$ cat src/verilog/sigmod_pkg.sv
package sigmod_pkg;
    // Modulator source select encodings
    localparam logic [3:0] MOD_SEL_PROG = 4'h0;
    localparam logic [3:0] MOD_SEL_PIN = 4'h1;
    localparam logic [3:0] MOD_SEL_CCP = 4'h2;
    localparam logic [3:0] MOD_SEL_CMP1 = 4'h3;
    localparam logic [3:0] MOD_SEL_CMP2 = 4'h4;
    localparam logic [3:0] MOD_SEL_UART = 4'h5;
    localparam logic [3:0] MOD_SEL_SPI = 4'h6;
    // Carrier source select encodings
    localparam logic [3:0] CAR_SEL_GND = 4'h0;
    localparam logic [3:0] CAR_SEL_PIN_A = 4'h1;
    localparam logic [3:0] CAR_SEL_PIN_B = 4'h2;
    localparam logic [3:0] CAR_SEL_REFCLK = 4'h3;
    localparam logic [3:0] CAR_SEL_CCP = 4'h4;
    // Reset values of the output controls
    localparam logic SLEW_RESET = 1'b1;
    localparam logic LOW_RESET = 1'b0;
    // Active carrier choice
    typedef enum logic {SIGMOD_CAR_LOW, SIGMOD_CAR_HIGH} sigmod_car_t;
endpackage

$ cat src/verilog/sigmod_core.sv
`timescale 1ns/1ps
`default_nettype none
module sigmod_core (
    // Clock and reset
    input wire logic clk,
    input wire logic rstn,
    // Control bits
    input wire logic moduleEnableBit,
    input wire logic outputEnableBit,
    input wire logic slewLimitEnable,
    input wire logic outputInvert,
    input wire logic programmedModulatorValue,
    input wire logic [3:0] modulatorSourceSelect,
    input wire logic modulatorPinDetach,
    input wire logic [3:0] carrierHighSelect,
    input wire logic carrierHighSyncEnable,
    input wire logic carrierHighInvert,
    input wire logic carrierHighPinDetach,
    input wire logic [3:0] carrierLowSelect,
    input wire logic carrierLowSyncEnable,
    input wire logic carrierLowInvert,
    input wire logic carrierLowPinDetach,
    // On-chip sources, same clock
    input wire logic ccpOut,
    input wire logic spiSerialOut,
    input wire logic comparator1Out,
    input wire logic comparator2Out,
    input wire logic uartTx,
    input wire logic refClockOut,
    // External pins
    input wire logic externalModulatorIn,
    input wire logic externalCarrierInA,
    input wire logic externalCarrierInB,
    // Outputs
    output logic modulatedOutputPin,
    output logic slewLimitPad,
    output logic modulatedOutputStatus,
    output logic ccpPinDetach,
    output logic spiPinDetach,
    output logic uartPinDetach,
    output logic refClockPinDetach
);

    // Three-stage pin synchronizers
    logic [2:0] modPinSync_q;
    logic [2:0] carAPinSync_q;
    logic [2:0] carBPinSync_q;
    logic modPin_q;
    logic carAPin_q;
    logic carBPin_q;

    always_ff @(posedge clk or negedge rstn) begin
        if (!rstn) begin
            modPinSync_q <= 3'h0;
            carAPinSync_q <= 3'h0;
            carBPinSync_q <= 3'h0;
        end else begin
            modPinSync_q <= {modPinSync_q[1:0], externalModulatorIn};
            carAPinSync_q <= {carAPinSync_q[1:0], externalCarrierInA};
            carBPinSync_q <= {carBPinSync_q[1:0], externalCarrierInB};
        end
    end

    // Accept a pin change once stages two and three agree
    always_ff @(posedge clk or negedge rstn) begin
        if (!rstn) begin
            modPin_q <= 1'b0;
            carAPin_q <= 1'b0;
            carBPin_q <= 1'b0;
        end else begin
            if (modPinSync_q[1] == modPinSync_q[2]) modPin_q <= modPinSync_q[2];
            if (carAPinSync_q[1] == carAPinSync_q[2]) carAPin_q <= carAPinSync_q[2];
            if (carBPinSync_q[1] == carBPinSync_q[2]) carBPin_q <= carBPinSync_q[2];
        end
    end

    // Carrier source mux
    function automatic logic carrierMux(input logic [3:0] sel, input logic ccp,
                                        input logic refc, input logic pa, input logic pb);
        case (sel)
            sigmod_pkg::CAR_SEL_CCP: carrierMux = ccp;
            sigmod_pkg::CAR_SEL_REFCLK: carrierMux = refc;
            sigmod_pkg::CAR_SEL_PIN_A: carrierMux = pa;
            sigmod_pkg::CAR_SEL_PIN_B: carrierMux = pb;
            default: carrierMux = 1'b0;
        endcase
    endfunction

    // Source selection; carriers forced quiet while disabled, modulator falls back to the programmed value
    logic modSel;
    logic carHighRaw;
    logic carLowRaw;
    logic carHigh;
    logic carLow;
    logic modulator;

    always_comb begin
        case (modulatorSourceSelect)
            sigmod_pkg::MOD_SEL_PROG: modSel = programmedModulatorValue;
            sigmod_pkg::MOD_SEL_PIN: modSel = modPin_q;
            sigmod_pkg::MOD_SEL_CCP: modSel = ccpOut;
            sigmod_pkg::MOD_SEL_CMP1: modSel = comparator1Out;
            sigmod_pkg::MOD_SEL_CMP2: modSel = comparator2Out;
            sigmod_pkg::MOD_SEL_UART: modSel = uartTx;
            sigmod_pkg::MOD_SEL_SPI: modSel = spiSerialOut;
            default: modSel = 1'b0;
        endcase
    end

    // Selections are inputs only, never cleared by disable
    assign carHighRaw = carrierMux(carrierHighSelect, ccpOut, refClockOut,
                                   carAPin_q, carBPin_q);
    assign carLowRaw = carrierMux(carrierLowSelect, ccpOut, refClockOut,
                                  carAPin_q, carBPin_q);
    assign carHigh = moduleEnableBit & (carHighRaw ^ carrierHighInvert);
    assign carLow = moduleEnableBit & (carLowRaw ^ carrierLowInvert);
    assign modulator = moduleEnableBit ? modSel : programmedModulatorValue;

    // Active carrier tracking with pulse-end synchronization
    sigmod_pkg::sigmod_car_t active_q;
    sigmod_pkg::sigmod_car_t active_d;
    logic activeCarrier;
    logic wantHigh;

    assign wantHigh = modulator;

    always_comb begin
        active_d = active_q;
        case (active_q)
            sigmod_pkg::SIGMOD_CAR_HIGH: begin
                if (!wantHigh && (!carrierHighSyncEnable || !carHigh)) begin
                    active_d = sigmod_pkg::SIGMOD_CAR_LOW;
                end
            end
            sigmod_pkg::SIGMOD_CAR_LOW: begin
                if (wantHigh && (!carrierLowSyncEnable || !carLow)) begin
                    active_d = sigmod_pkg::SIGMOD_CAR_HIGH;
                end
            end
            default: active_d = sigmod_pkg::SIGMOD_CAR_LOW;
        endcase
    end

    always_ff @(posedge clk or negedge rstn) begin
        if (!rstn) begin
            active_q <= sigmod_pkg::SIGMOD_CAR_LOW;
        end else begin
            active_q <= active_d;
        end
    end

    // Carrier in use this cycle: switch at once when no sync holds it
    assign activeCarrier = (active_d == sigmod_pkg::SIGMOD_CAR_HIGH) ? carHigh : carLow;

    // Mixing, polarity, gating; no sleep input so it keeps running
    logic mixed;
    logic pinNext;

    assign mixed = activeCarrier;
    assign pinNext = outputEnableBit & (mixed ^ outputInvert);

    // Registered outputs
    always_ff @(posedge clk or negedge rstn) begin
        if (!rstn) begin
            modulatedOutputPin <= sigmod_pkg::LOW_RESET;
            modulatedOutputStatus <= sigmod_pkg::LOW_RESET;
            slewLimitPad <= sigmod_pkg::SLEW_RESET;
        end else begin
            modulatedOutputPin <= pinNext;
            modulatedOutputStatus <= mixed ^ outputInvert;
            slewLimitPad <= slewLimitEnable;
        end
    end

    // Pin detach requests to the selected source peripherals
    always_ff @(posedge clk or negedge rstn) begin
        if (!rstn) begin
            ccpPinDetach <= 1'b0;
            spiPinDetach <= 1'b0;
            uartPinDetach <= 1'b0;
            refClockPinDetach <= 1'b0;
        end else begin
            ccpPinDetach <= (modulatorPinDetach
                             && modulatorSourceSelect == sigmod_pkg::MOD_SEL_CCP)
                || (carrierHighPinDetach
                    && carrierHighSelect == sigmod_pkg::CAR_SEL_CCP)
                || (carrierLowPinDetach
                    && carrierLowSelect == sigmod_pkg::CAR_SEL_CCP);
            spiPinDetach <= modulatorPinDetach
                && modulatorSourceSelect == sigmod_pkg::MOD_SEL_SPI;
            uartPinDetach <= modulatorPinDetach
                && modulatorSourceSelect == sigmod_pkg::MOD_SEL_UART;
            refClockPinDetach <= (carrierHighPinDetach
                                  && carrierHighSelect == sigmod_pkg::CAR_SEL_REFCLK)
                || (carrierLowPinDetach
                    && carrierLowSelect == sigmod_pkg::CAR_SEL_REFCLK);
        end
    end

    // Checks
    property p_disabled_low;
        @(posedge clk) disable iff (!rstn)
        !moduleEnableBit && !outputInvert |=> !modulatedOutputPin;
    endproperty
    a_disabled_low: assert property (p_disabled_low)
        else $error("output toggled while disabled");

    property p_oe_low;
        @(posedge clk) disable iff (!rstn)
        !outputEnableBit |=> !modulatedOutputPin;
    endproperty
    a_oe_low: assert property (p_oe_low) else $error("pin high with output disabled");

    property p_pin_follows;
        @(posedge clk) disable iff (!rstn)
        outputEnableBit |=> modulatedOutputPin == $past(mixed ^ outputInvert);
    endproperty
    a_pin_follows: assert property (p_pin_follows) else $error("pin not mix value");

    property p_slew;
        @(posedge clk) disable iff (!rstn)
        1'b1 |=> slewLimitPad == $past(slewLimitEnable);
    endproperty
    a_slew: assert property (p_slew) else $error("slew pad mismatch");

    property p_high_sync_hold;
        @(posedge clk) disable iff (!rstn)
        active_q == sigmod_pkg::SIGMOD_CAR_HIGH && carrierHighSyncEnable && carHigh
            |=> active_q == sigmod_pkg::SIGMOD_CAR_HIGH;
    endproperty
    a_high_sync_hold: assert property (p_high_sync_hold)
        else $error("left high mid-pulse");

    property p_low_sync_hold;
        @(posedge clk) disable iff (!rstn)
        active_q == sigmod_pkg::SIGMOD_CAR_LOW && carrierLowSyncEnable && carLow
            |=> active_q == sigmod_pkg::SIGMOD_CAR_LOW;
    endproperty
    a_low_sync_hold: assert property (p_low_sync_hold) else $error("left low mid-pulse");

    property p_nosync_switch;
        @(posedge clk) disable iff (!rstn)
        !carrierHighSyncEnable && !carrierLowSyncEnable
            |-> (active_d == sigmod_pkg::SIGMOD_CAR_HIGH) == modulator;
    endproperty
    a_nosync_switch: assert property (p_nosync_switch)
        else $error("carrier not per modulator");

    property p_prog_mod;
        @(posedge clk) disable iff (!rstn)
        !moduleEnableBit |-> modulator == programmedModulatorValue;
    endproperty
    a_prog_mod: assert property (p_prog_mod) else $error("modulator not programmed bit");

    // Checks on carrier choice, detach requests, pin filtering and the status output
    property p_car_quiet;
        @(posedge clk) disable iff (!rstn)
        !moduleEnableBit |-> !carHigh && !carLow;
    endproperty
    a_car_quiet: assert property (p_car_quiet) else $error("carrier on while off");

    property p_high_free;
        @(posedge clk) disable iff (!rstn)
        active_q == sigmod_pkg::SIGMOD_CAR_HIGH && !wantHigh && !carHigh
            |=> active_q == sigmod_pkg::SIGMOD_CAR_LOW;
    endproperty
    a_high_free: assert property (p_high_free) else $error("stuck on high carrier");

    property p_low_free;
        @(posedge clk) disable iff (!rstn)
        active_q == sigmod_pkg::SIGMOD_CAR_LOW && wantHigh && !carLow
            |=> active_q == sigmod_pkg::SIGMOD_CAR_HIGH;
    endproperty
    a_low_free: assert property (p_low_free) else $error("stuck on low carrier");

    property p_high_nosync;
        @(posedge clk) disable iff (!rstn)
        active_q == sigmod_pkg::SIGMOD_CAR_HIGH && !carrierHighSyncEnable && !wantHigh
            |=> active_q == sigmod_pkg::SIGMOD_CAR_LOW;
    endproperty
    a_high_nosync: assert property (p_high_nosync) else $error("high carrier held");

    property p_low_nosync;
        @(posedge clk) disable iff (!rstn)
        active_q == sigmod_pkg::SIGMOD_CAR_LOW && !carrierLowSyncEnable && wantHigh
            |=> active_q == sigmod_pkg::SIGMOD_CAR_HIGH;
    endproperty
    a_low_nosync: assert property (p_low_nosync) else $error("low carrier held");

    property p_detach_off;
        @(posedge clk) disable iff (!rstn)
        !modulatorPinDetach && !carrierHighPinDetach && !carrierLowPinDetach
            |=> !ccpPinDetach && !spiPinDetach && !uartPinDetach && !refClockPinDetach;
    endproperty
    a_detach_off: assert property (p_detach_off) else $error("stray detach");

    property p_spi_det;
        @(posedge clk) disable iff (!rstn)
        modulatorPinDetach && modulatorSourceSelect == sigmod_pkg::MOD_SEL_SPI
            |=> spiPinDetach;
    endproperty
    a_spi_det: assert property (p_spi_det) else $error("serial pin kept");

    property p_uart_det;
        @(posedge clk) disable iff (!rstn)
        modulatorPinDetach && modulatorSourceSelect == sigmod_pkg::MOD_SEL_UART
            |=> uartPinDetach;
    endproperty
    a_uart_det: assert property (p_uart_det) else $error("transmit pin kept");

    property p_rck_det;
        @(posedge clk) disable iff (!rstn)
        carrierLowPinDetach && carrierLowSelect == sigmod_pkg::CAR_SEL_REFCLK
            |=> refClockPinDetach;
    endproperty
    a_rck_det: assert property (p_rck_det) else $error("clock pin kept");

    property p_mod_filter;
        @(posedge clk) disable iff (!rstn)
        modPinSync_q[1] != modPinSync_q[2] |=> $stable(modPin_q);
    endproperty
    a_mod_filter: assert property (p_mod_filter) else $error("pin taken unsettled");

    property p_status_gate;
        @(posedge clk) disable iff (!rstn)
        outputEnableBit |=> modulatedOutputPin == modulatedOutputStatus;
    endproperty
    a_status_gate: assert property (p_status_gate) else $error("pin differs from mix");

endmodule // sigmod_core
`default_nettype wire

$ cat config.mk
export PLATFORM = sky130hd
export DESIGN_NAME = sigmod_core
export DESIGN_NICKNAME = d
export VERILOG_FILES = /design/src/verilog/sigmod_pkg.sv /design/src/verilog/sigmod_core.sv
export SDC_FILE = /design/constraint.sdc
export NUM_CORES = 1
export LEC_CHECK = 0
export ABC_CLOCK_PERIOD_IN_PS = 1600
export BUFFER_PORTS_ARGS = -buffer_cell sky130_fd_sc_hd__buf_2
export CORE_MARGIN = 10
export CORE_UTILIZATION = 30
export DETAILED_ROUTE_END_ITERATION = 10
export SLEW_MARGIN = 20
export SYNTH_ARGS = -nofsm -noshare
export SYNTH_HDL_FRONTEND = slang
export SYNTH_SLANG_ARGS = --single-unit
export TNS_END_PERCENT = 100
$ cat constraint.sdc
create_clock -name clk -period 1.6 [get_ports clk]
set_clock_uncertainty 0.05 [all_clocks]
set_input_delay 0.08 -clock clk [delete_from_list [all_inputs] [get_ports clk]]
set_output_delay 0.08 -clock clk [all_outputs]
set_load 0.02 [all_outputs]
Yosys cells after proc, flatten, opt, wreduce, memory -nomap -nowiden
Cells that the tools add are included.

word-level totals
  RAM bits = 0
  flip-flop bits (word level) = 20
  bits in read-only memories = 0
  memories kept = 0
  input port bits = 35
  output and inout bits = 7
  latch bits = 0

operators by class
  equality and inequality tests = 17
  muxes and demuxes = 8
  order comparisons = 0
  divide/modulo/power cells = 0
  shifts and indexed selects = 0
  bitwise logic cells = 7
  $mul = 0
  $add $sub $neg = 0
  reduce and logical (&&, ||, !) cells = 20

operators by type and width
  kind                  count
  $eq A4 B2 Y1 const B  6
  $eq A4 B3 Y1 const B  5
  $eq A4 B1 Y1 const B  3
  $logic_and A1 B1 Y1   9
  $pmux W1 S4           2
  $pmux W1 S7           1
  $logic_not A1 Y1      5
  $logic_or A1 B1 Y1    5
  $logic_not A4 Y1      1
  $mux W1               4
  $and A1 B1 Y1         3
  $eq A1 B1 Y1          3
  $xor A1 B1 Y1         3
  $pmux W1 S2           1
  $not A1 Y1            1

Longest topological paths before layout
Gate-level depths: netlist of the first run.

  depth after elaboration = 12
  mapped depth = 7

Worst setup path before layout of the first run
Ideal clock, no wire load.

  kind = reg-to-reg
  start = register modPin_q
  end = register modulatedOutputPin
  arrival time = 1.344 ns
  stages on the path, launching flop included = 7
  period minus slack after synthesis = 1.474 ns
  library setup time = 0.079 ns
  required time = 1.471 ns
  slack = 0.126 ns
  cell sequence = dfrtp_1 -> mux2i_1 -> a22oi_1 -> a32oi_2 -> nand2_2 -> a32oi_2 -> mux2i_1

on the way
  word-level cells in the longest chain between the ends = 9

RTL lines
  element                 RTL line            text
  from (decl)             sigmod_core.sv:48   logic modPin_q;
  from (signal assigned)  sigmod_core.sv:71   if (modPinSync_q[1] == modPinSync_q[2]) modPin_q <= modPinSync_q[2];
  $pmux W1 S7 *           sigmod_core.sv:98   case (modulatorSourceSelect)
  $mux W1 *               sigmod_core.sv:117  assign modulator = moduleEnableBit ? modSel : programmedModulatorValue;
  $logic_not A1 Y1        sigmod_core.sv:131  if (!wantHigh && (!carrierHighSyncEnable || !carHigh)) begin
  $logic_and A1 B1 Y1     sigmod_core.sv:131
  $mux W1                 sigmod_core.sv:131
  $pmux W1 S2 *           sigmod_core.sv:129  case (active_q)
  $mux W1 *               sigmod_core.sv:153  assign activeCarrier = (active_d == sigmod_pkg::SIGMOD_CAR_HIGH) ? carHigh : carLow;
  $xor A1 B1 Y1 *         sigmod_core.sv:160  assign pinNext = outputEnableBit & (mixed ^ outputInvert);
  $and A1 B1 Y1 *         sigmod_core.sv:160
  via pinNext             sigmod_core.sv:157  logic pinNext;
  to (signal assigned)    sigmod_core.sv:165  modulatedOutputPin <= sigmod_pkg::LOW_RESET;
  to (signal assigned)    sigmod_core.sv:169  modulatedOutputPin <= pinNext;
  to (decl)               sigmod_core.sv:35   output logic modulatedOutputPin,

Mark *: on every way through the listed nets, which the timed path passes. The rest lies on a longest branch.
A chain may end at the register's enable or synchronous reset.

Final worst setup path of the first run
Same ends and word-level chain as after synthesis.

==> results of run 1 <==
## worst paths after layout
check	end	cells after the start
setup / recovery	modulatedOutputPin	6
max in group asynchronous	slewLimitPad	2
setup reg to reg	modulatedOutputPin	6
hold reg to reg	modPinSync_q[1]	0
hold / removal	refClockPinDetach	2
min in group asynchronous	carAPinSync_q[2]	2
## cells by family (layout without fill, tap and decap cells)
kind of cell,after synthesis,count (layout)
multiplexers,6,6
adder cells (fa/ha/maj),3,3
AO/OA/AOI/OAI,14,14
flip-flops,20,20
AND/OR/NAND/NOR,29,29
buffers and inverters,5,65
XOR/XNOR,2,2
## per-layer routing
| layer | global-route usage, % | routed length, um | vias to the layer above |
|---|---|---|---|
| met1 | 9.07 | 1010 | 399 |
| met4 | 2.89 | 18 | 0 |
| met3 | 5.08 | 220 | 2 |
| met2 | 16.4 | 1230 | 27 |
| met5 | 0 | 0 | - |
| li1 | - | - | 406 |
## report_power, final
part	internal [mW]	switching, mW	total, mW
clock	0.253	0.162	0.415
combinational	0.118	0.108	0.226
sequential	0.539	0.0160	0.555
## cells in the mapped netlist
cell	number
a32oi_2	2
o2111ai_1	1
o211ai_1	1
a31oi_1	1
a21oi_1	1
a211oi_1	1
a21o_2	1
a22o_1	1
maj3_1	3
dfrtp_1	19
nand3b_1	5
nand2_2	1
nor3_1	3
xnor2_1	2
nor4bb_1	1
a22oi_1	1
inv_1	4
dfstp_2	1
nor3b_1	1
nor2b_1	1
mux2i_1	6
buf_6	1
nand2b_1	4
nor2_1	6
o21a_1	1
o21ai_1	2
o21ai_0	1
nor4b_1	3
nand2_1	3
or4bb_1	1
## metrics by stage
stage / utilization [%] / TNS [ns] / power [mW]
6_report: 46.7 / 0 / 1.20
3_3_place_gp: 39.0 / 0 / 0.746
5_1_grt: 46.7 / -0.0923 / 1.26
3_5_place_dp: 39.0 / 0 / 0.753
2_1_floorplan: - / 0 / 0.658
4_1_cts: 45.0 / -0.00630 / 1.19
## final cells by class
class | instances | area share (%)
sequential | 20 | 35.8
inverter | 4 | 1.07
multi-input combinational | 54 | 31.1
clock buffer | 3 | 1.61
tap | 33 | 2.94
clock inverter | 1 | 2.14
timing repair buffer | 57 | 25.3
## worst register-to-register path: cells and delay by family, from the launching register on
kind	cells	cell delay [ns]
multiplexers	2	0.37
flip-flops	1	0.39
AO/OA/AOI/OAI	3	0.62
AND/OR/NAND/NOR	1	0.07
## timing repair
action | in CTS | in global routing
hold endpoints to repair | 30 | 0
setup endpoints to repair | 2 | 3
resized for setup | 1 | 6
buffers inserted | 0 | 3
hold buffers | 12 | 0
pin swaps | 1 | 6
==> reports/qor.csv, run 1 <==
metric;value;unit
outcome;finished, final reports clean;
synth_top_family_by_area;simple AND/OR/NAND/NOR gates;
cts_sinks;20;
final_cells;172;
place_ws;0.00114;ns
crit_chain;mux2i_1 > a22oi_2 > a32oi_2 > nand2_2 > a32oi_2 > mux2i_1;
htree_levels;1;
whs;0.0174;ns
seq_area;502;sq um
grt.overflow.total;0;
cts_made_buffers;3;
end_kind;flip-flop;
synth-xor-area-share;1.88;%
dpl.hpwl;1980;um
startpoint;modPin_q;
clk_latency;0.30;ns
hp-class;primary input to flip-flop;
dieArea;0.00573;sq mm
rows;20;
worstMarginPinSlew;0.454;ns
core-area;0.00300;sq mm
cp_data_required_time;1.78;ns
cts_tree;done;
yosysSeqAreaShare;54.0;%
start_util;31.0;%
min_from;carrierLowSelect[1];
synth_fa_ha_area_share;3.23;%
multiInputGateArea;437;sq um
grt_setup_unrepaired;yes;
setup_viol;0;
synth-seq-cells;20;
critPathMaxFanout;2;
via_per_inst;4.85;
ant_nets;0;
slew_headroom;69.8;%
slew_violations;0;
postSynthAreaPerCell;11.8;sq um
netlist_area;930;sq um
wirelength;2480;um
slowest_delay;0.39;ns
placed_cell_area;0.00117;sq mm
drive_gt1_share;43.9;%
io_pins;42;
top_regs;carAPinSync_q x3, carBPinSync_q x3, modPinSync_q x3;
dr.pass1.iters;4;
synthSimpleGateAreaFrac;19.2;%
layout_common_cells;41 x buf_2, 19 x dfrtp_1, 12 x dlygate4sd3_1, 6 x nor2_1;
min_period_over_period;98.8;%
period_minus_slack;1.58;ns
routabilityCongestion;0.782;
dp_cells;153;
rrSetupSlack;0.02;ns
r2r-start;modPin_q;
antenna_found_initial;0;
fin_nets;175;
clk_pin_slew;0.12;ns
peakVddDrop;0.546;mV
setup_ws;0.0197;ns
portBuffers;41;
synth.area.top_cells;dfrtp_1 51%, mux2i_1 6.5%, nand3b_1 4.0%;
grt_max_degree;21;
cpMaxStageDelayCell;dfrtp_1;
cp_top_family;compound AO/OA/AOI/OAI gates;
stdcell_area;0.00140;sq mm
synth_compound_area_share;12.4;%
cp_data_arrival_time;1.76;ns
wire_per_inst;14.4;um
vias;834;
yosysTopAreaCell;dfrtp_1;
drc_errors;0;
grt_pass1_vias;964;
power_leakage;0.663;nW
grt_pass1_wl;4060;um
power.density;853;mW/mm^2
num_antenna_cells;0;
clockBufferDepth;2;
synth.net_count;114;
fillers;291;
cts_root_buf;clkbuf_4;
first_iter_violations;27;
final_common_cell;buf_2;
grt_util_all_layers;9.29;%
crit_type;flip-flop to flip-flop;
die_h;75.7;um
syn-instance-count;79;
max_freq;633;MHz
worst-path-buf-inv;0;
yosysTopAreaCellShare;51.1;%
areaGrowthSynthToFinish;50.9;%
synth.area.mux_share;6.46;%
yosysWarnings;0;
ys_types;30;
startpoint_type;flip-flop;
die_x;75.7;um
max-cap-violations;0;
hold_violations;0;
(Power assumes the default switching activity.)
==> inputs of run 2 (changes only) <==
Settings changed: CORE_ASPECT_RATIO set to 0.7, PLACE_DENSITY set to 0.57.
==> run 2 against run 1 <==
Effect of this change:
- setup slack improved by 0.0098 ns
- final area fell by 3.7%
- sequential power barely moved
- cell count fell by 1.2%
- sequential share of layout area rose by 1.4 points
- count of clock-buffer cells in the layout did not move
- combinational power fell by 6%
==> reports/qor.csv, run 2 (same netlist as run 1, synthesis figures left out) <==
metric;value;unit
outcome;finished, final reports clean;
rows;16;
cpMaxStageDelayCell;dfrtp_1;
grt_util_all_layers;7.94;%
layout_common_cells;41 x buf_2, 19 x dfrtp_1, 6 x nor2_1, 6 x mux2i_1, 6 x dlygate4sd3_1;
io_pins;42;
htree_levels;1;
total_power;1.25;mW
final_common_cell;buf_2;
whs;0.00703;ns
hold_path_depth;2;
vias;786;
dpl.hpwl;1980;um
max_freq;637;MHz
rr_endpoint;modulatedOutputPin;
hold_end;ccpPinDetach;
grt_max_degree;21;
cp_data_required_time;1.72;ns
period_minus_slack;1.57;ns
grt_setup_unrepaired;yes;
core-area;0.00288;sq mm
ant_nets;0;
die_h;66.6;um
grt_pass1_vias;822;
critPathMaxFanout;2;
clockBufferDepth;2;
cts_tree;done;
power.share.clock;38.6;%
areaGrowthSynthToFinish;45.2;%
tns;0;ns
comb_power_share;17.0;%
r2r-start;modPin_q;
end_kind;flip-flop;
hold_violations;0;
cts_made_buffers;3;
hp-class;primary input to flip-flop;
fillers;278;
worst-path-buf-inv;0;
peakVddDrop;0.826;mV
portBuffers;41;
grt_pass1_wl;3760;um
crit_type;flip-flop to flip-flop;
slew_headroom;72.0;%
power.density;926;mW/mm^2
wirelength;2330;um
power_switching;0.267;mW
seq_area;502;sq um
rrSetupSlack;0.03;ns
min_period_over_period;98.2;%
power_leakage;0.651;nW
antenna_found_initial;0;
routabilityCongestion;0.714;
multiInputGateArea;414;sq um
clk_pin_slew;0.07;ns
seq_power_share;44.4;%
worstMarginPinSlew;0.420;ns
die_x;86.5;um
min_from;carrierHighSelect[0];
dr.pass1.iters;4;
slew_violations;0;
placed_cell_area;0.00118;sq mm
cts_root_buf;clkbuf_8;
setup_viol;0;
cts_sinks;20;
start_util;32.2;%
worstRegToRegCells;6;
wire_per_inst;13.7;um
p_int;0.983;mW
fin_nets;170;
slowest_delay;0.40;ns
grt.overflow.total;0;
drc_errors;0;
switching_share;21.4;%
via_per_inst;4.62;
stdcell_area;0.00135;sq mm
cp_data_arrival_time;1.69;ns
num_antenna_cells;0;
top_regs;carAPinSync_q x3, carBPinSync_q x3, modPinSync_q x3;
dieArea;0.00576;sq mm
clk_latency;0.25;ns
startpoint_type;flip-flop;
first_iter_violations;14;
max-cap-violations;0;
drive_gt1_share;42.5;%
cp_top_family;compound AO/OA/AOI/OAI gates;
crit_chain;mux2i_1 > a22oi_1 > a32oi_2 > nand2_2 > a32oi_2 > mux2i_1;
run 2: timing repair:
item,CTS,global route
pin swaps,2,3
resized for setup,1,1
hold endpoints to repair,24,0
hold buffers,6,0
buffers inserted,1,2
endpoints found under the setup margin,1,3
run 2: worst max-delay path by stage:
stage | from | endpoint | slack [ns] | cells past startpoint
4_1_cts | carAPin_q | modulatedOutputPin | 0.004 | 6
2_1_floorplan | modPin_q | modulatedOutputPin | 0.13 | 6
6_report | modPin_q | modulatedOutputPin | 0.03 | 6
3_3_place_gp | modPin_q | modulatedOutputPin | 0.001 | 6
5_1_grt | modPin_q | modulatedOutputPin | -0.12 | 6
3_5_place_dp | modPin_q | modulatedOutputPin | -0.02 | 6
run 2: power by group through the flow:
stage	sequential, mW	combinational [mW]	clock [mW]
finish	0.555	0.212	0.483
global route	0.560	0.236	0.525
CTS	0.556	0.206	0.494
detailed placement	0.566	0.190	0
global placement	0.564	0.187	0
floorplan	0.576	0.0817	0
run 2: metal layers:
metal	vias to the layer above	GRT usage [%]	wire length, um
li1	399	-	-
met2	23	12.0	1020
met1	362	10.4	1120
met4	0	2.42	13
met3	2	2.67	169
met5	-	0	0
run 2: area by class of cell:
type                            instances  share of cell area, %
Tap cell                               36                   3.34
Sequential cell                        20                   37.2
Clock inverter                          1                   2.22
Inverter                                4                   1.11
Timing Repair Buffer                   52                   22.4
Multi-Input combinational cell         54                   30.7
Clock buffer                            3                   3.06
run 2: metrics by stage:
stage | util [%] | setup slack [ns] | instances
finish | 46.8 | 0.0295 | 170
global route | 46.8 | -0.123 | 170
CTS | 46.1 | 0.00407 | 168
detailed placement | 41.1 | -0.0238 | 157
global placement | 41.1 | 0.00123 | 157
floorplan | - | 0.126 | 79
==> inputs of run 3 (changes only) <==
Settings changed: SETUP_SLACK_MARGIN set to 0.05.
==> run 3 against run 2 <==
Effect of this change:
- worst hold slack did not move
- maximum frequency unchanged
- register-to-register slack hardly changed
- sequential power about the same
- clock power hardly changed
- sequential cell count unchanged
- via count is the same
- count of clock-buffer cells in the layout unchanged
- cell count did not move
- power did not move
- setup slack is the same
- sequential share of layout area did not move
- critical path type unchanged
- critical endpoint unchanged
- largest power group unchanged
==> reports/qor.csv, run 3 (same netlist as run 1, synthesis figures left out) <==
metric;value;unit
die_h;66.6;um
antenna_found_initial;0;
place_ws;-0.0238;ns
die_x;86.5;um
power.share.clock;38.6;%
clockBufferDepth;2;
grt_util_all_layers;7.94;%
htree_levels;1;
wirelength;2330;um
num_antenna_cells;0;
clk_latency;0.25;ns
max_freq;637;MHz
top_regs;carAPinSync_q x3, carBPinSync_q x3, modPinSync_q x3;
fin_nets;170;
setup_viol;0;
grt_setup_unrepaired;yes;
start_util;32.2;%
outcome;finished, final reports clean;
layout_common_cells;41 x buf_2, 19 x dfrtp_1, 6 x nor2_1, 6 x mux2i_1, 6 x dlygate4sd3_1;
critPathMaxFanout;2;
hp-class;primary input to flip-flop;
cts_root_buf;clkbuf_8;
vias;786;
cts_sinks;20;
ant_nets;0;
grt_pass1_wl;3760;um
grt_max_degree;21;
switching_share;21.4;%
io_pins;42;
final_util;46.8;%
cts_made_buffers;3;
slew_violations;0;
rows;16;
peakVddDrop;0.826;mV
clk_pin_slew;0.07;ns
worstMarginPinSlew;0.420;ns
grt.overflow.total;0;
areaGrowthSynthToFinish;45.2;%
wire_per_inst;13.7;um
total_power;1.25;mW
cp_data_arrival_time;1.69;ns
core-area;0.00288;sq mm
power_leakage;0.651;nW
setup_ws;0.0295;ns
period_minus_slack;1.57;ns
cts_tree;done;
drc_errors;0;
comb_power_share;17.0;%
final_common_cell;buf_2;
crit_type;flip-flop to flip-flop;
via_per_inst;4.62;
dpl.hpwl;1980;um
worst-path-buf-inv;0;
slowest_delay;0.40;ns
first_iter_violations;14;
crit_chain;mux2i_1 > a22oi_1 > a32oi_2 > nand2_2 > a32oi_2 > mux2i_1;
routabilityCongestion;0.714;
p_int;0.983;mW
grt_pass1_vias;822;
power_switching;0.267;mW
cp_data_required_time;1.72;ns
hold_violations;0;
min_period_over_period;98.2;%
end_kind;flip-flop;
dieArea;0.00576;sq mm
cpMaxStageDelayCell;dfrtp_1;
max-cap-violations;0;
seq_power_share;44.4;%
portBuffers;41;
cp_top_family;compound AO/OA/AOI/OAI gates;
startpoint_type;flip-flop;
dr.pass1.iters;4;
slew_headroom;72.0;%
power.density;926;mW/mm^2
drive_gt1_share;42.5;%
## run 3: final cells by class
cell class              instances  area, sq um
fillers                       278         1530
repair buffers                 52          303
inverters                       4         15.0
clock inverters                 1         30.0
flip-flops and latches         20          502
clock buffers                   3         41.3
multi-input cells              54          414
well taps                      36         45.0
## run 3: final timing paths
kind,cells after the start,to,startpoint,slack [ns]
max,6,modulatedOutputPin,modPin_q,0.03
min,2,ccpPinDetach,carrierHighSelect[0],0.007
max reg2reg,6,modulatedOutputPin,modPin_q,0.03
min reg2reg,0,carBPinSync_q[1],carBPinSync_q[0],0.31
max in group asynchronous,2,slewLimitPad,rstn,0.94
min in group asynchronous,2,modPinSync_q[0],rstn,0.24
## run 3: per-layer routing
metal	up-vias	routed length [um]	global-route usage [%]
li1	399	-	-
met5	-	0	0
met3	2	169	2.67
met2	23	1020	12.0
met1	362	1120	10.4
met4	0	13	2.42
## run 3: stage by stage
stage          TNS [ns]  hold WS [ns]  instances  area, sq um
2_1_floorplan         0        -0.266         79          930
3_3_place_gp          0       -0.0119        157         1180
3_5_place_dp    -0.0238      -0.00377        157         1180
4_1_cts               0       0.00888        168         1330
5_1_grt          -0.191       0.00880        170         1350
6_report              0       0.00703        170         1350
## run 3: power by group through the flow
stage	logic (mW)	registers, mW	clock network, mW
6_report	0.212	0.555	0.483
5_1_grt	0.236	0.560	0.525
4_1_cts	0.206	0.556	0.494
3_5_place_dp	0.190	0.566	0
3_3_place_gp	0.187	0.564	0
2_1_floorplan	0.0817	0.576	0
## run 3: timing repair
item / in CTS / in global routing
endpoints found under the hold margin: 24 / 0
buffers inserted: 1 / 2
setup endpoints to repair: 1 / 3
hold buffers: 6 / 0
pin swaps: 2 / 3
gates resized for setup: 1 / 1
